## config.mk

```make
export PLATFORM = sky130hd
export DESIGN_NAME = fqlr_core
export DESIGN_NICKNAME = d
export VERILOG_FILES = /design/src/hw/fqlr_pkg.sv /design/src/hw/fqlr_core.sv /design/src/hw/fqlr_pin_sync.sv
export SDC_FILE = /design/constraint.sdc
export NUM_CORES = 1
export LEC_CHECK = 0
export BUFFER_PORTS_ARGS = -buffer_cell sky130_fd_sc_hd__buf_4
export CAP_MARGIN = 0
export CORE_ASPECT_RATIO = 0.5
export CORE_MARGIN = 2
export CORE_UTILIZATION = 45
export DETAILED_ROUTE_END_ITERATION = 10
export GPL_TIMING_DRIVEN = 0
export HOLD_SLACK_MARGIN = 0.1
export PLACE_DENSITY = 0.6
export SETUP_SLACK_MARGIN = 0.1
export SYNTH_ARGS = -nofsm -noshare
export SYNTH_HDL_FRONTEND = slang
export SYNTH_SLANG_ARGS = --single-unit
export TNS_END_PERCENT = 10
```

## constraint.sdc

```tcl
create_clock -name clock -period 4.2 [get_ports clock]
set_clock_uncertainty 0.2 [all_clocks]
set_input_delay 0.42 -clock clock [delete_from_list [all_inputs] [get_ports clock]]
set_output_delay 0.42 -clock clock [all_outputs]
set_load 0.05 [all_outputs]
```

## src/hw/fqlr_pkg.sv

```systemverilog
// Constants, types and decode helpers for the four-line mode, lock and reset interpreter
package fqlr_pkg;

  // ----------------------------------------------------------------
  // Instruction codes
  // ----------------------------------------------------------------
  localparam logic [7:0] OP_SET_RD_PARAM = 8'hC0;
  localparam logic [7:0] OP_FAST_RD = 8'h0B;
  localparam logic [7:0] OP_QIO_RD = 8'hEB;
  localparam logic [7:0] OP_WRAP_RD = 8'h0C;
  localparam logic [7:0] OP_DTR_WRAP_RD = 8'h0E;
  localparam logic [7:0] OP_SET_WRAP = 8'h77;
  localparam logic [7:0] OP_ENTER_QUAD = 8'h38;
  localparam logic [7:0] OP_EXIT_QUAD = 8'hFF;
  localparam logic [7:0] OP_LOCK = 8'h36;
  localparam logic [7:0] OP_UNLOCK = 8'h39;
  localparam logic [7:0] OP_RD_LOCK = 8'h3D;
  localparam logic [7:0] OP_GLB_LOCK = 8'h7E;
  localparam logic [7:0] OP_GLB_UNLOCK = 8'h98;
  localparam logic [7:0] OP_RST_EN = 8'h66;
  localparam logic [7:0] OP_RST = 8'h99;

  // ----------------------------------------------------------------
  // Field positions, lengths and reset values
  // ----------------------------------------------------------------
  localparam int DUMMY_FIELD_LSB = 4;     // Dummy count field in read parameters
  localparam int WRAP_FIELD_LSB = 0;      // Wrap length field in read parameters
  localparam int SERIAL_WRAP_LSB = 4;     // Wrap field in serial wrap setting byte
  localparam logic [5:0] CMD_BITS = 6'h08;
  localparam logic [5:0] ADDR_BITS = 6'h18;
  localparam logic [5:0] RP_ARG_BITS = 6'h08;
  localparam logic [5:0] SW_ARG_BITS = 6'h20;
  localparam logic [1:0] RST_DUMMY_CODE = 2'h0;  // 2 dummy clocks
  localparam logic [1:0] RST_WRAP_CODE = 2'h0;   // 8-byte wrap
  localparam logic [5:0] DTR_DUMMY_CLKS = 6'h08; // Fixed latency of the DTR wrap read
  localparam logic [23:0] WRAP_BASE_BYTES = 24'h000008;
  localparam int LOCK_COUNT = 62;
  localparam logic [4:0] LAST_BLOCK = 5'h1F;
  localparam logic [5:0] TOP_SECTOR_BASE = 6'h2E;
  localparam logic [5:0] MID_BLOCK_BASE = 6'h0F;

  // ----------------------------------------------------------------
  // Timing
  // ----------------------------------------------------------------
  localparam int CLK_PERIOD_NS = 4;
  localparam int T_RST_NS = 30000;
  localparam int RST_CYCLES_DFLT = (T_RST_NS + CLK_PERIOD_NS - 1) / CLK_PERIOD_NS;

  // ----------------------------------------------------------------
  // Types
  // ----------------------------------------------------------------
  typedef enum logic [2:0] {PH_IDLE, PH_CMD, PH_ADDR, PH_ARG, PH_DUMMY, PH_OUT, PH_DONE, PH_IGNORE} fqlr_phase_e;

  typedef struct packed {
    logic [1:0] dummy_code; // dummy_count_field
    logic [1:0] wrap_code;  // wrap_length_field
  } fqlr_rd_param_s;

  // Dummy clocks: 2, 4, 6 or 8
  function automatic logic [5:0] fqlr_dummy_clks(input logic [1:0] code);
    fqlr_dummy_clks = {3'h0, code, 1'b0} + 6'h02;
  endfunction

  // Lock bit index: sectors of first and last block, whole blocks between
  function automatic logic [5:0] fqlr_lock_index(input logic [23:0] a);
    if (a[20:16] == 5'h00)
      fqlr_lock_index = {2'h0, a[15:12]};
    else if (a[20:16] == LAST_BLOCK)
      fqlr_lock_index = TOP_SECTOR_BASE + {2'h0, a[15:12]};
    else
      fqlr_lock_index = MID_BLOCK_BASE + {1'b0, a[20:16]};
  endfunction

endpackage

```

## src/hw/fqlr_core.sv

```systemverilog
// Instruction interpreter: read parameters, four-line mode, lock bits, software reset
//
// Overview of operation
// - Read-parameter instruction ignored in serial mode
// - Reset gives 8-byte wrap, 2 dummy clocks
// - Parameter bits 5:4 select 2/4/6/8 dummies
// - Parameter bits 1:0 select 8/16/32/64 wrap
// - Programmed dummies only for 0B/EB/0C, four-line
// - Serial wrap setting kept into four-line mode
// - Wrap read wraps inside its window
// - DTR wrap read uses parameter wrap length
// - Enter four-line mode only with quad enable
// - Exit instruction returns to serial; modes exclusive
// - Mode switch keeps latch and wrap
// - Lock bits protect only when select set
// - Lock bits volatile, all set at reset
// - Individual lock needs write enable latch
// - Individual unlock needs write enable latch
// - Lock read-back byte, LSB shows lock
// - Global lock/unlock, latch required, no address
// - Reset-enable then reset; others cancel arming
// - Reset restores power-on volatile state
// - Reset busy interval refuses all instructions
`timescale 1ns/10ps
`default_nettype none
module fqlr_core
  import fqlr_pkg::*;
#(
  parameter int RST_CYCLES = fqlr_pkg::RST_CYCLES_DFLT
) (
  input wire logic clock,                       // System clock, 250 MHz
  input wire logic rst,                         // Synchronous reset, active high
  input wire logic cs_n,                        // Chip select pin, active low
  input wire logic sck,                         // Serial clock pin
  input wire logic [3:0] io_in,                 // Data pins, input side
  output logic [3:0] io_out,                    // Data pins, output side
  output logic [3:0] io_oe_n,                   // Data pin enables, low drives
  input wire logic quad_enable,                 // Quad enable status bit
  input wire logic write_enable_latch,          // Write enable latch status
  input wire logic per_region_protect_select,   // Selects lock bits for protection
  input wire logic range_protect,               // Protection from range bits
  input wire logic [23:0] prot_addr,            // Address queried for protection
  output logic prot_locked,                     // Protection of prot_addr
  output logic [23:0] rd_addr,                  // Array read address
  output logic rd_strobe,                       // Pulse: rd_addr changed
  input wire logic [7:0] rd_data,               // Array byte at rd_addr
  output logic four_line_command_mode,          // Four-line mode active
  output fqlr_pkg::fqlr_rd_param_s rd_param,    // Current read parameters
  output logic busy,                            // Reset interval in progress
  output logic soft_reset                       // Pulse: software reset accepted
);

  // ----------------------------------------------------------------
  // Pin sampling
  // ----------------------------------------------------------------
  logic [5:0] pin_lvl; // Filtered {cs_n, sck, io}
  logic [5:0] pin_rise; // Rise pulses
  logic [5:0] pin_fall; // Fall pulses
  logic cs_rise;
  logic cs_fall;
  logic sck_rise;
  logic sck_fall;
  logic [3:0] io_lvl;

  fqlr_pin_sync #(
    .WIDTH(6),
    .INIT(6'h20)
  ) u_sync (
    .clock(clock),
    .rst(rst),
    .din({cs_n, sck, io_in}),
    .lvl(pin_lvl),
    .rise(pin_rise),
    .fall(pin_fall)
  );

  assign cs_rise = pin_rise[5];
  assign cs_fall = pin_fall[5];
  assign sck_rise = pin_rise[4] & ~pin_lvl[5];
  assign sck_fall = pin_fall[4] & ~pin_lvl[5];
  assign io_lvl = pin_lvl[3:0];

  // ----------------------------------------------------------------
  // State
  // ----------------------------------------------------------------
  fqlr_phase_e phase_r, phase_nxt;        // Frame phase
  logic qpi_r, qpi_nxt;                   // Four-line mode flag
  fqlr_rd_param_s rp_r, rp_nxt;           // Read parameters
  logic [LOCK_COUNT-1:0] lock_r, lock_nxt; // Volatile lock bits
  logic armed_r, armed_nxt;               // Reset enable armed
  logic [15:0] busy_cnt_r, busy_cnt_nxt;  // Reset interval counter
  logic [7:0] cmd_r, cmd_nxt;             // Current instruction
  logic [31:0] sh_r, sh_nxt;              // Input shifter
  logic [5:0] cnt_r, cnt_nxt;             // Bits or clocks in phase
  logic [23:0] addr_r, addr_nxt;          // Captured / running address
  logic [7:0] out_sr_r, out_sr_nxt;       // Output shifter
  logic [3:0] out_cnt_r, out_cnt_nxt;     // Output bits left in byte
  logic [3:0] io_out_r, io_out_nxt;       // Pin data
  logic [3:0] io_oe_n_r, io_oe_n_nxt;     // Pin enables
  logic rd_strobe_r, rd_strobe_nxt;       // Address change pulse
  logic soft_reset_r, soft_reset_nxt;     // Reset pulse
  logic prot_r, prot_nxt;                 // Protection answer

  // Decode temporaries
  logic [5:0] step;       // Bits per clock
  logic [5:0] cnt_inc;    // Counter after this clock
  logic [31:0] sh_in;     // Shifter after this clock
  logic is_read;          // Array read instruction
  logic is_wrap;          // Wrapping read
  logic out_edge;         // Output shift edge
  logic [7:0] byte_cur;   // Byte being driven
  logic [23:0] wmask;     // Wrap window mask

  // ----------------------------------------------------------------
  // Next-state logic
  // ----------------------------------------------------------------
  always_comb
  begin
    phase_nxt = phase_r;
    qpi_nxt = qpi_r;
    rp_nxt = rp_r;
    lock_nxt = lock_r;
    armed_nxt = armed_r;
    busy_cnt_nxt = busy_cnt_r;
    cmd_nxt = cmd_r;
    sh_nxt = sh_r;
    cnt_nxt = cnt_r;
    addr_nxt = addr_r;
    out_sr_nxt = out_sr_r;
    out_cnt_nxt = out_cnt_r;
    io_out_nxt = io_out_r;
    io_oe_n_nxt = io_oe_n_r;
    rd_strobe_nxt = 1'b0;
    soft_reset_nxt = 1'b0;
    prot_nxt = per_region_protect_select ? lock_r[fqlr_lock_index(prot_addr)] : range_protect;
    step = qpi_r ? 6'h04 : 6'h01;
    cnt_inc = cnt_r + step;
    sh_in = qpi_r ? {sh_r[27:0], io_lvl} : {sh_r[30:0], io_lvl[0]};
    is_read = (cmd_r == OP_FAST_RD) || (cmd_r == OP_QIO_RD) || (cmd_r == OP_WRAP_RD) || (cmd_r == OP_DTR_WRAP_RD);
    is_wrap = (cmd_r == OP_WRAP_RD) || (cmd_r == OP_DTR_WRAP_RD);
    out_edge = sck_fall || (sck_rise && (cmd_r == OP_DTR_WRAP_RD));
    byte_cur = out_sr_r;
    wmask = (WRAP_BASE_BYTES << rp_r.wrap_code) - 24'h000001;

    // Reset interval countdown
    if (busy_cnt_r != 16'h0000)
      busy_cnt_nxt = busy_cnt_r - 16'h0001;

    if (cs_rise)
    begin
      // Frame end: release pins, execute completed instruction
      phase_nxt = PH_IDLE;
      io_oe_n_nxt = 4'hF;
      if (phase_r == PH_DONE)
      begin
        case (cmd_r)
          OP_SET_RD_PARAM:
          begin
            rp_nxt.dummy_code = sh_r[DUMMY_FIELD_LSB +: 2];
            rp_nxt.wrap_code = sh_r[WRAP_FIELD_LSB +: 2];
          end
          OP_SET_WRAP: rp_nxt.wrap_code = sh_r[SERIAL_WRAP_LSB +: 2];
          OP_ENTER_QUAD: qpi_nxt = quad_enable;
          OP_EXIT_QUAD: qpi_nxt = 1'b0;
          OP_LOCK: if (write_enable_latch) lock_nxt[fqlr_lock_index(addr_r)] = 1'b1;
          OP_UNLOCK: if (write_enable_latch) lock_nxt[fqlr_lock_index(addr_r)] = 1'b0;
          OP_GLB_LOCK: if (write_enable_latch) lock_nxt = '1;
          OP_GLB_UNLOCK: if (write_enable_latch) lock_nxt = '0;
          OP_RST_EN: armed_nxt = 1'b1;
          OP_RST:
          begin
            if (armed_r)
            begin
              qpi_nxt = 1'b0;
              rp_nxt.dummy_code = RST_DUMMY_CODE;
              rp_nxt.wrap_code = RST_WRAP_CODE;
              lock_nxt = '1;
              soft_reset_nxt = 1'b1;
              busy_cnt_nxt = 16'(RST_CYCLES);
            end
            armed_nxt = 1'b0;
          end
          default: ;
        endcase
      end
    end
    else if (cs_fall)
    begin
      phase_nxt = (busy_cnt_r != 16'h0000) ? PH_IGNORE : PH_CMD;
      cnt_nxt = 6'h00;
      out_cnt_nxt = 4'h0;
    end
    else if (sck_rise)
    begin
      case (phase_r)
        PH_CMD:
        begin
          sh_nxt = sh_in;
          cnt_nxt = cnt_inc;
          if (cnt_inc == CMD_BITS)
          begin
            cmd_nxt = sh_in[7:0];
            cnt_nxt = 6'h00;
            if ((sh_in[7:0] != OP_RST_EN) && (sh_in[7:0] != OP_RST))
              armed_nxt = 1'b0;
            case (sh_in[7:0])
              // configurable reads only in four-line mode
              OP_FAST_RD, OP_QIO_RD, OP_WRAP_RD, OP_DTR_WRAP_RD: phase_nxt = qpi_r ? PH_ADDR : PH_IGNORE;
              OP_LOCK, OP_UNLOCK, OP_RD_LOCK: phase_nxt = PH_ADDR;
              OP_SET_RD_PARAM: phase_nxt = qpi_r ? PH_ARG : PH_IGNORE;
              OP_SET_WRAP: phase_nxt = qpi_r ? PH_IGNORE : PH_ARG;
              OP_ENTER_QUAD: phase_nxt = qpi_r ? PH_IGNORE : PH_DONE;
              OP_EXIT_QUAD: phase_nxt = qpi_r ? PH_DONE : PH_IGNORE;
              OP_GLB_LOCK, OP_GLB_UNLOCK, OP_RST_EN, OP_RST: phase_nxt = PH_DONE;
              default: phase_nxt = PH_IGNORE;
            endcase
          end
        end
        PH_ADDR:
        begin
          sh_nxt = sh_in;
          cnt_nxt = cnt_inc;
          if (cnt_inc == ADDR_BITS)
          begin
            addr_nxt = sh_in[23:0];
            cnt_nxt = 6'h00;
            rd_strobe_nxt = is_read;
            if (cmd_r == OP_RD_LOCK)
              phase_nxt = PH_OUT;
            else if (is_read)
              phase_nxt = PH_DUMMY;
            else
              phase_nxt = PH_DONE;
          end
        end
        PH_ARG:
        begin
          sh_nxt = sh_in;
          cnt_nxt = cnt_inc;
          if (cnt_inc == ((cmd_r == OP_SET_WRAP) ? SW_ARG_BITS : RP_ARG_BITS))
            phase_nxt = PH_DONE;
        end
        PH_DUMMY:
        begin
          cnt_nxt = cnt_r + 6'h01;
          if ((cnt_r + 6'h01) == ((cmd_r == OP_DTR_WRAP_RD) ? DTR_DUMMY_CLKS : fqlr_dummy_clks(rp_r.dummy_code)))
            phase_nxt = PH_OUT;
        end
        default: ;
      endcase
    end

    // Output shifting, MSB first
    if (!cs_rise && (phase_r == PH_OUT) && out_edge)
    begin
      if (out_cnt_r == 4'h0)
      begin
        if (cmd_r == OP_RD_LOCK)
        begin
          byte_cur = {7'h00, lock_r[fqlr_lock_index(addr_r)]};
        end
        else
        begin
          byte_cur = rd_data;
          rd_strobe_nxt = 1'b1;
          if (is_wrap)
            addr_nxt = (addr_r & ~wmask) | ((addr_r + 24'h000001) & wmask);
          else
            addr_nxt = addr_r + 24'h000001;
        end
        out_cnt_nxt = 4'h8 - step[3:0];
      end
      else
        out_cnt_nxt = out_cnt_r - step[3:0];
      out_sr_nxt = qpi_r ? {byte_cur[3:0], 4'h0} : {byte_cur[6:0], 1'b0};
      // Serial mode drives the second data pin only
      io_out_nxt = qpi_r ? byte_cur[7:4] : {2'h0, byte_cur[7], 1'b0};
      io_oe_n_nxt = qpi_r ? 4'h0 : 4'hD;
    end
  end

  // ----------------------------------------------------------------
  // State registers
  // ----------------------------------------------------------------
  always_ff @(posedge clock)
  begin
    if (rst)
    begin
      phase_r <= PH_IDLE;
      qpi_r <= 1'b0;
      rp_r <= '{dummy_code: RST_DUMMY_CODE, wrap_code: RST_WRAP_CODE};
      lock_r <= '1;
      armed_r <= 1'b0;
      busy_cnt_r <= 16'h0000;
      cmd_r <= 8'h00;
      sh_r <= 32'h00000000;
      cnt_r <= 6'h00;
      addr_r <= 24'h000000;
      out_sr_r <= 8'h00;
      out_cnt_r <= 4'h0;
      io_out_r <= 4'h0;
      io_oe_n_r <= 4'hF;
      rd_strobe_r <= 1'b0;
      soft_reset_r <= 1'b0;
      prot_r <= 1'b1;
    end
    else
    begin
      phase_r <= phase_nxt;
      qpi_r <= qpi_nxt;
      rp_r <= rp_nxt;
      lock_r <= lock_nxt;
      armed_r <= armed_nxt;
      busy_cnt_r <= busy_cnt_nxt;
      cmd_r <= cmd_nxt;
      sh_r <= sh_nxt;
      cnt_r <= cnt_nxt;
      addr_r <= addr_nxt;
      out_sr_r <= out_sr_nxt;
      out_cnt_r <= out_cnt_nxt;
      io_out_r <= io_out_nxt;
      io_oe_n_r <= io_oe_n_nxt;
      rd_strobe_r <= rd_strobe_nxt;
      soft_reset_r <= soft_reset_nxt;
      prot_r <= prot_nxt;
    end
  end

  // ----------------------------------------------------------------
  // Outputs
  // ----------------------------------------------------------------
  assign io_out = io_out_r;
  assign io_oe_n = io_oe_n_r;
  assign prot_locked = prot_r;
  assign rd_addr = addr_r;
  assign rd_strobe = rd_strobe_r;
  assign four_line_command_mode = qpi_r;
  assign rd_param = rp_r;
  assign busy = (busy_cnt_r != 16'h0000);
  assign soft_reset = soft_reset_r;

endmodule
`default_nettype wire

```

## src/hw/fqlr_pin_sync.sv

```systemverilog
// Three-stage pin sampler with agreement filter and edge pulses
`timescale 1ns/10ps
`default_nettype none
module fqlr_pin_sync #(
  parameter int WIDTH = 1,
  parameter logic [WIDTH-1:0] INIT = '0
) (
  input wire logic clock,             // System clock
  input wire logic rst,               // Synchronous reset
  input wire logic [WIDTH-1:0] din,   // Raw pin levels
  output logic [WIDTH-1:0] lvl,       // Filtered level
  output logic [WIDTH-1:0] rise,      // Rise pulse, ahead of lvl by one cycle
  output logic [WIDTH-1:0] fall       // Fall pulse, ahead of lvl by one cycle
);

  // ----------------------------------------------------------------
  // Sampler state
  // ----------------------------------------------------------------
  logic [WIDTH-1:0] s1_r; // First stage, read only by s2
  logic [WIDTH-1:0] s2_r;
  logic [WIDTH-1:0] s3_r;
  logic [WIDTH-1:0] lvl_r;
  logic [WIDTH-1:0] lvl_nxt;

  // Level moves only where stages two and three agree
  always_comb
  begin
    lvl_nxt = (~(s2_r ^ s3_r) & s3_r) | ((s2_r ^ s3_r) & lvl_r);
    rise = lvl_nxt & ~lvl_r;
    fall = ~lvl_nxt & lvl_r;
    lvl = lvl_r;
  end

  // Register stages
  always_ff @(posedge clock)
  begin
    if (rst)
    begin
      s1_r <= INIT;
      s2_r <= INIT;
      s3_r <= INIT;
      lvl_r <= INIT;
    end
    else
    begin
      s1_r <= din;
      s2_r <= s1_r;
      s3_r <= s2_r;
      lvl_r <= lvl_nxt;
    end
  end

endmodule
`default_nettype wire

```

==> results of run 1 <==
[timing repair]
item,CTS,global route
resized for setup,3,9
hold endpoints to repair,7,0
cloned,0,0
buffers inserted,1,0
setup endpoints to repair,40,20
hold buffers,9,0
[cell usage after synthesis (36+ instances only)]
cell type / number / share of area, %
a211oi_1: 44 / 2.7
a21oi_1: 93 / 3.8
clkbuf_1: 92 / 2.8
dfxtp_1: 192 / 32
mux2i_1: 40 / 3.3
nand2_1: 115 / 3.6
nand2b_1: 83 / 4.3
nand3_1: 49 / 2.0
nor2_1: 184 / 5.7
nor3_1: 36 / 1.5
o21ai_0: 117 / 4.8
o22ai_1: 68 / 3.5
[power breakdown]
part           total (mW)  internal (mW)  switching [mW]
sequential           1.95           1.89          0.0563
combinational       0.553          0.246           0.307
clock                1.75          0.928           0.821
total                4.25           3.07            1.18
[routing by layer]
| layer | global-route usage (%) | wire length [um] | vias up |
|---|---|---|---|
| met5 | 0 | 0 | - |
| met4 | 10.5 | 1120 | 0 |
| met3 | 5.43 | 3150 | 85 |
| met2 | 47.2 | 19100 | 547 |
| met1 | 39.8 | 18700 | 6068 |
| li1 | - | - | 5926 |
[final cells by class]
cell class / count / area, um^2 / share of cell area, %
sequential: 192 / 3840 / 27.7
multi-input combinational: 1210 / 7670 / 55.3
inverter: 34 / 131 / 0.948
timing repair buffer: 78 / 608 / 4.39
buffer: 124 / 556 / 4.01
clock inverter: 11 / 148 / 1.07
clock buffer: 21 / 460 / 3.32
tap: 352 / 440 / 3.18
[worst min-delay path by stage]
stage	start	end	slack, ns	cells after the start
after detailed placement	u_sync.s1_r[5]	u_sync.s2_r[5]	0.20	1
after floorplan	u_sync.s1_r[5]	u_sync.s2_r[5]	0.19	1
after global placement	u_sync.s1_r[5]	u_sync.s2_r[5]	0.19	1
after CTS	quad_enable	four_line_command_mode	0.13	5
final	quad_enable	four_line_command_mode	0.15	5
after global routing	quad_enable	four_line_command_mode	0.17	5
[metrics by stage]
step / instance area, um^2 / utilization (%) / TNS, ns / setup WS [ns] / hold slack (ns)
global route: 13900 / 52.3 / 0 / 0.0868 / 0.175
finish: 13900 / 52.3 / 0 / 0.267 / 0.148
global placement: 13100 / 49.5 / -14.73 / -0.685 / 0.190
floorplan: 12200 / - / 0 / 0.273 / 0.189
CTS: 13800 / 52.2 / 0 / 0.141 / 0.130
detailed placement: 13100 / 49.5 / -16.88 / -0.783 / 0.199
[worst max-delay path: stages, from the launching register on]
cell        delay (ns)
dfxtp_2           0.43
buf_6             0.24
clkinvlp_4        0.15
ha_1              0.25
ha_1              0.22
xor2_1            0.16
or3_1             0.35
nor3_1            0.23
nor2b_2           0.28
and3_1            0.34
clkbuf_2          0.30
nor2_1            0.25
a221oi_1          0.34
nor2_1            0.07
[cells by family (layout without fill, tap and decap cells)]
kind of cell / count (synthesis) / after routing / share of synthesized area [%]
simple gates: 606 / 606 / 25.4
compound gates: 500 / 500 / 27.0
flops: 192 / 192 / 31.6
buf+inv: 159 / 268 / 5.59
mux: 61 / 61 / 6.69
xor+xnor: 23 / 23 / 1.66
fa+ha+maj: 20 / 20 / 2.06
==> results.md, run 1 <==
* Status: finished, final reports clean
* Fill count at 2567
* Commonest non-fill, non-tap cell in the layout: dfxtp_1
* Final cycle utilization of the critical path at 93.6%
* Total power at ~4.2 mW
* Die Span X at roughly 240 um
* First-pass GRT wire length at 65000 um
* Post-Place Cells at ~2000
* DR vias at 12600
* Global route total overflow at 0
* Pin count of the biggest net entering global routing at 20
* Share of layout cells above drive strength 1 at approximately 11%
* Clk buf depth at 2
* CP endpoint kind: flop
* Kind of critical path: reg -> reg
* Starting DRT DRC Count at 1440
* IO Port Bufs at approximately 70
* # Max-Cap Violations at 0
* Vias per std cell at 6.24
* H-Tree Level Count at 4
* Synth Flop Type: dfxtp_1
* CP Launch Type: flop
* Antenna violations before repair at 1
* Yosys cell types at 90
* Drt wl/cell at between 20 and 25 um
* Mean Syn Cell Area at 7.79 um^2
* Fin crit period at 3.93 ns
* RR Endpoint: rd_addr[1]
* Worst-path clk slew at 0.08 ns
* Site Rows at 42
* Tightest Pin Transition at 1.09 ns
* Fin. max-slew vios at 0
* Total wire length at 42100 um
* Commonest non-fill, non-tap cells in the layout: 191 x dfxtp_1, 183 x nor2_1, 116 x o21ai_0
* WP data arrival at roughly 4.1 ns
* RSZ-0062 raised after global routing: yes
* Post-Syn Nets at 1625
* Slew HR at about a quarter
* CTS root buffer: clkbuf_16
* Fin cells at a little over 2000
* Gr usage total at between 20% and 30%
* Yosys Warn Count at 0
* R2r startpoint: four_line_command_mode
* Pleak at 4.66 nW
* Launch point of the worst path: four_line_command_mode
* Final net count at 1721
* Area grow syn2layout at 14.0%
* Worst IR drop on VDD at approximately 360 uV
* RD Place Congestion at 0.937
* Fmax at 0.254 GHz
* HP Class: in -> reg
* Worst Path Max Fanout at 19
* Dpl hpwl at 30400 um
* Worst Setup EP: rd_addr[1]
* R2R Setup Slk at 0.27 ns
* DRT Pass-1 Iters at 6
* CTS tree: yes
* Reg2reg path depth at 13
* DR DRC count at 0
* Syn Std Cell Area at 12200 um^2
* Core Region at 26500 um^2
* Synthesized flop and latch total at around 190
* Final hold violation count at 0
* Worst-Skew Late Latency at 0.47 ns
* Antenna viol nets, final at 0
* Num ports at 85
* Sink Count at ~190
* Power Density at 307 nW/um^2
* DIE AREA at 28400 um^2
* CP required at 4.34 ns
* Starting Density at 45.9%
* Vias in the first global route at 11600
* Mapped Cells at between 1500 and 2000
* Die height at roughly 120 um
* Post-synth EDFFs at 0
* CTS buffer count at 17
* Final setup violation count at 0
* Sequential-to-total area share from yosys stat at 31.6%
* Number of diodes at 0
* Post-synth ARST share at 0%
No activity file was read; power rests on OpenSTA's default activity.
==> run 2: changes to the inputs <==
CORE_MARGIN = 3   (was 2)
==> results.md, run 2 (synthesis gave the netlist of run 1 again) <==
* R2R Setup Slk at 0.23 ns (-0.03 ns)
* Tightest Pin Transition at 1.27 ns (+0.173 ns)
* CP required at 4.38 ns (+0.04 ns)
* Antenna viol nets, final at 0 (unchanged)
* Final setup violation count at 0 (unchanged)
* RSZ-0062 raised after global routing: yes
* Fin crit period at 3.97 ns (+0.0334 ns)
* Site Rows at 41 (-2.4%)
* Worst Path Max Fanout at 10 (-9)
* DR DRC count at 0 (unchanged)
* Worst-path cell chain: inv_1 -> ha_1 -> or4b_1 -> buf_2 -> a21o_1 -> nand2_2 -> buf_4 -> a211oi_1 -> nor4_1 -> o211ai_1 -> nor4_2 -> a21oi_1 -> nor4_1
* Area post-placement at 13100 um^2 (about the same)
* RD Place Congestion at 0.965 (+3.0%)
* CTS buffer count at 17 (unchanged)
* Most used cell, CP: nor4_1
* Antenna violations before repair at 0 (-1)
* Dpl hpwl at 29900 um (-1.5%)
* Vias in the first global route at 11700 (+1.2%)
* Post-Place Cells at 1973 (-0.40%)
* Commonest non-fill, non-tap cell in the layout: dfxtp_1
* Core Region at 25900 um^2 (-2.4%)
* Reg2reg path depth at 13 (unchanged)
* Worst-Skew Late Latency at 0.47 ns (about the same)
* Clock network power share at 40.1% (-1.0 points)
* Final hold violation count at 0 (unchanged)
* Switching share of power at 28.5% (+0.65 points)
* Drt wl/cell at 20.6 um (-0.81%)
* Starting DRT DRC Count at 1430 (-0.69%)
* Pin count of the biggest net entering global routing at 20 (unchanged)
* Fin. max-slew vios at 0 (unchanged)
* Util after Layout at 53.4% (+1.1 points)
* First-pass GRT wire length at 64500 um (-0.71%)
* RR Endpoint: out_sr_r[4]
* Hold Path Cell Cnt at 5 (unchanged)
* Reg area at 3840 um^2 (unchanged)
* Final cycle utilization of the critical path at 94.4% (+0.80 points)
* HP Start: quad_enable
* HP Class: in -> reg
* Total power at 4.18 mW (-1.6%)
* Sink Count at 192 (unchanged)
* Hold Path End: four_line_command_mode
* Clk buf depth at 2 (unchanged)
* Power Density at 303 nW/um^2 (-1.2%)
* Worst-path clk slew at 0.08 ns (about the same)
* Fmax at 0.252 GHz (-0.84%)
* Slew HR at 15.0% (-11 points)
* Area grow syn2layout at 13.5%
* Cell Int Power at 2.99 mW (-2.5%)
* Top Family by Delay on Critical Path: simple AND/OR/NAND/NOR gates
* Design area at 13800 um^2 (-0.39%)
* CP endpoint kind: flop
* Commonest non-fill, non-tap cells in the layout: 191 x dfxtp_1, 183 x nor2_1, 116 x o21ai_0
* CTS tree: yes
* Setup bufs post-CTS at 0 (-1)
* Vias per std cell at 6.31 (+1.1%)
* Logic gate share of total power at 13.3% (+0.3 points)
* DR vias at 12700 (+0.65%)
* Die height at 122 um (+1.7%)
* IO Port Bufs at 68 (unchanged)
* Crit-path slowest cell: nor4_1
* Final net count at 1720 (-0.058%)
* CP Launch Type: flop
* Status: finished, final reports clean
* Seq pwr share at 46.6% (+0.8 points)
* Gr usage total at 28.2% (-1.2 points)
* Pleak at 4.65 nW (-0.25%)
* Buf+Inv Stages, Crit Path at 3 (unchanged)
* CTS root buffer: clkbuf_16
* Die Span X at 238 um (+0.85%)
* Global route total overflow at 0 (unchanged)
* Total wire length at 41500 um (-1.3%)
* DIE AREA at 29100 um^2 (+2.5%)
* DRT Pass-1 Iters at 7 (+1)
* # Max-Cap Violations at 0 (unchanged)
* Fill count at 2549 (-0.70%)
* Psw at 1.19 mW (+0.73%)
* Starting Density at 47.0% (+1.1 points)
* Worst IR drop on VDD at 436 uV (+20%)
* Number of diodes at 0 (unchanged)
* Area of the multi-input gates at 7660 um^2 (-0.13%)
* Share of layout cells above drive strength 1 at 11.3% (+0.13 points)
* H-Tree Level Count at 4 (unchanged)
* Biggest cell delay along the critical path at 0.50 ns (+0.07 ns)
* Kind of critical path: reg -> reg
* Fin cells at 2013 (-0.45%)
* Num ports at 85 (unchanged)
* WP data arrival at 4.14 ns (+0.07 ns)
[run 2: cell types whose count changed in the layout (fill, tap and decap cells not counted), sizes merged]
| cell | change |
|---|---|
| bufinv | -1 |
| clkbuf | -4 |
| clkinv | -2 |
| clkinvlp | +1 |
| inv | +5 |
[run 2: timing repair]
item / CTS / global route
endpoints found under the hold margin: 7 / 0
hold buffers: 9 / 0
resized for setup: 3 / 11
gates cloned: 0 / 0
endpoints found under the setup margin: 42 / 29
[run 2: how the worst max path moves through the flow]
| stage | from | slack [ns] | depth (start not counted) | endpoint |
|---|---|---|---|---|
| floorplan | four_line_command_mode | 0.27 | 14 | phase_r[0] |
| global placement | four_line_command_mode | -0.64 | 14 | rd_addr[0] |
| detailed placement | four_line_command_mode | -0.60 | 14 | rd_addr[0] |
| CTS | flop | 0.06 | 12 | out_sr_r[1] |
| global route | flop | 0.02 | 10 | out_sr_r[4] |
| finish | flop | 0.23 | 13 | out_sr_r[4] |
[run 2: layer usage]
metal / part of all wire (%) / vias up / routed length, um / global-route usage [%]
met5: 0 / - / 0 / 0
li1: - / 5940 / - / -
met4: 3.6 / 0 / 1490 / 12.5
met1: 44 / 6086 / 18300 / 37.1
met2: 45 / 564 / 18600 / 45.5
met3: 7.5 / 118 / 3100 / 5.52
[run 2: per-stage QoR]
stage / hold WS [ns] / setup TNS (ns) / setup slack (ns)
floorplan: 0.189 / 0 / 0.273
global placement: 0.201 / -12.13 / -0.635
detailed placement: 0.196 / -12.65 / -0.597
CTS: 0.131 / 0 / 0.0616
global route: 0.171 / 0 / 0.0191
finish: 0.148 / 0 / 0.233
[run 2: tightest hold or removal path: stages]
cell	delay, ns
buf_4	0.09
nand3_1	0.05
o21ai_0	0.07
a21oi_1	0.07
nor2_1	0.08
[run 2: layout make-up]
cell class | instances | area share, %
Inverter | 34 | 0.925
Timing Repair Buffer | 77 | 4.35
Sequential cell | 192 | 27.9
Tap cell | 344 | 3.12
Clock buffer | 18 | 3.18
Multi-Input combinational cell | 1210 | 55.5
Clock inverter | 14 | 1.04
Buffer | 124 | 4.04
[run 2: power by group through the flow]
stage | Sequential [mW] | Combinational [mW] | Clock (mW)
after detailed placement | 1.99 | 0.547 | 0
after floorplan | 1.98 | 0.417 | 0
after global routing | 1.96 | 0.618 | 1.78
final | 1.95 | 0.555 | 1.68
after CTS | 1.95 | 0.558 | 1.71
after global placement | 1.99 | 0.533 | 0
==> run 3: changes to the inputs <==
CORE_ASPECT_RATIO = 2   (was 0.5)
CTS_CLUSTER_DIAMETER = 80   (was not set)
==> results.md, run 3 (synthesis gave the netlist of run 1 again) <==
* Drt wl/cell at 22.9 um (+11%)
* WP data arrival at 4.06 ns (-0.08 ns)
* DRT Pass-1 Iters at 8 (+1)
* Final setup violation count at 0 (unchanged)
* Pin count of the biggest net entering global routing at 20 (unchanged)
* Pleak at 4.67 nW (+0.35%)
* Total wire length at 46200 um (+11%)
* Worst IR drop on VDD at 291 uV (-33%)
* Starting DRT DRC Count at 881 (-38%)
* Antenna violations before repair at 0 (unchanged)
* CTS buffer count at 17 (unchanged)
* Gr usage total at 31.2% (+3.0 points)
* Kind of critical path: reg -> reg
* Final net count at 1721 (+0.058%)
* M2 GR Usage at 58.7% (+13 points)
* Worst Path Max Fanout at 19 (+9)
* Fill count at 2708 (+6.2%)
* Antenna viol nets, final at 0 (unchanged)
* # Max-Cap Violations at 0 (unchanged)
* Site Rows at 84 (+100%)
* Vias in the first global route at 12000 (+2.3%)
* Total power at 4.18 mW (-0.13%)
* Status: finished, final reports clean
* H-Tree Level Count at 4 (unchanged)
* IO Port Bufs at 68 (unchanged)
* Gr busiest metal: met2
* CP endpoint kind: flop
* First-pass GRT wire length at 68700 um (+6.5%)
* Fin cells at 2014 (+0.050%)
* Worst-path clk slew at 0.08 ns (about the same)
* Final hold violation count at 0 (unchanged)
* RD Place Congestion at 0.992 (+2.8%)
* CTS tree: yes
* Post-Place Cells at 1973 (unchanged)
* Number of diodes at 0 (unchanged)
* CP required at 4.32 ns (-0.06 ns)
* Power Density at 302 nW/um^2 (-0.25%)
* Reg2reg path depth at 13 (unchanged)
* M3 GR Usage at 4.79% (-0.73 points)
* Launch point of the worst path: four_line_command_mode
* Share of layout cells above drive strength 1 at 11.6% (+0.35 points)
* Sink Count at 192 (unchanged)
* Commonest non-fill, non-tap cells in the layout: 191 x dfxtp_1, 184 x nor2_1, 116 x o21ai_0
* Worst Setup EP: rd_addr[0]
* CP Launch Type: flop
* Die Span X at 122 um (-49%)
* Area of the multi-input gates at 7660 um^2 (about the same)
* Area grow syn2layout at 13.7%
* Clk buf depth at 2 (unchanged)
* Global route total overflow at 0 (unchanged)
* Die height at 238 um (+95%)
* R2r startpoint: four_line_command_mode
* R2R Setup Slk at 0.26 ns (+0.03 ns)
* Fmax at 0.254 GHz (+0.68%)
* Core Region at 26500 um^2 (+2.4%)
* Met1 Usage GRT at 28.8% (-8.3 points)
* Vias per std cell at 6.22 (-1.4%)
* Worst-Skew Late Latency at 0.46 ns (about the same)
* DR vias at 12500 (-1.3%)
* Num ports at 85 (unchanged)
* RSZ-0062 raised after global routing: no
* HP Class: in -> reg
* Commonest non-fill, non-tap cell in the layout: dfxtp_1
* Fin crit period at 3.94 ns (-0.0267 ns)
* DR DRC count at 0 (unchanged)
* CTS root buffer: clkbuf_16
* Final cycle utilization of the critical path at 93.8% (-0.63 points)
* Starting Density at 45.9% (-1.1 points)
* DIE AREA at 29100 um^2 (unchanged)
* Reg area at 3840 um^2 (unchanged)
* Slew HR at 24.3% (+9.3 points)
* Tightest Pin Transition at 1.13 ns (-0.139 ns)
* Post-route setup TNS at 0 ns (unchanged)
* RR Endpoint: rd_addr[0]
* Fin. max-slew vios at 0 (unchanged)
* Dpl hpwl at 35300 um (+18%)
run 3: worst min path at each step:
| stage | to | from | slack, ns | cells past startpoint |
|---|---|---|---|---|
| floorplan | u_sync.s2_r[5] | u_sync.s1_r[5] | 0.19 | 1 |
| global placement | u_sync.s2_r[5] | u_sync.s1_r[5] | 0.19 | 1 |
| detailed placement | u_sync.s2_r[5] | u_sync.s1_r[5] | 0.20 | 1 |
| CTS | four_line_command_mode | quad_enable | 0.13 | 5 |
| global route | out_cnt_r[1] | rst | 0.20 | 3 |
| finish | four_line_command_mode | quad_enable | 0.15 | 5 |
run 3: per-stage QoR:
stage	setup WS, ns	hold slack, ns	util (%)	cell area (um^2)
global placement	-0.922	0.191	49.5	13100
finish	0.260	0.147	52.2	13800
global route	0.110	0.203	52.2	13800
CTS	0.112	0.127	52.1	13800
detailed placement	-0.928	0.197	49.5	13100
floorplan	0.273	0.189	-	12200
run 3: timing repair:
| action | 4_1_cts | 5_1_grt |
|---|---|---|
| gates resized for setup | 7 | 16 |
| endpoints found under the hold margin | 7 | 0 |
| pin swaps | 0 | 0 |
| buffers inserted | 1 | 0 |
| setup endpoints to repair | 40 | 36 |
| cloned | 0 | 0 |
| hold buffers | 9 | 0 |
run 3: where the power goes:
group / leakage (nW) / internal (mW) / switching (mW)
combinational: 2.83 / 0.245 / 0.318
sequential: 1.56 / 1.89 / 0.0587
clock: 0.278 / 0.853 / 0.810
run 3: cell type report:
cell class	instances	share of cell area, %
clock inverter	14	1.05
multi-input combinational	1210	55.4
sequential	192	27.8
timing repair buffer	78	4.40
inverter	34	0.951
tap	344	3.11
clock buffer	18	3.18
buffer	124	4.08
run 3: critical path, stage by stage, from the launching register on:
cell and delay, ns:
dfxtp_2 0.42, buf_6 0.25, clkinvlp_4 0.20, ha_1 0.27, ha_1 0.22, xor2_1 0.16, or3_1 0.37, nor3_2 0.23
nor2b_2 0.27, and3_2 0.35, clkbuf_4 0.25, nor2_1 0.18, a221oi_1 0.36, nor2_1 0.07
run 3: routing by layer:
layer	vias up	wire, um
li1	5938	-
met3	208	1790
met5	-	0
met2	467	24600
met4	0	4270
met1	5924	15500
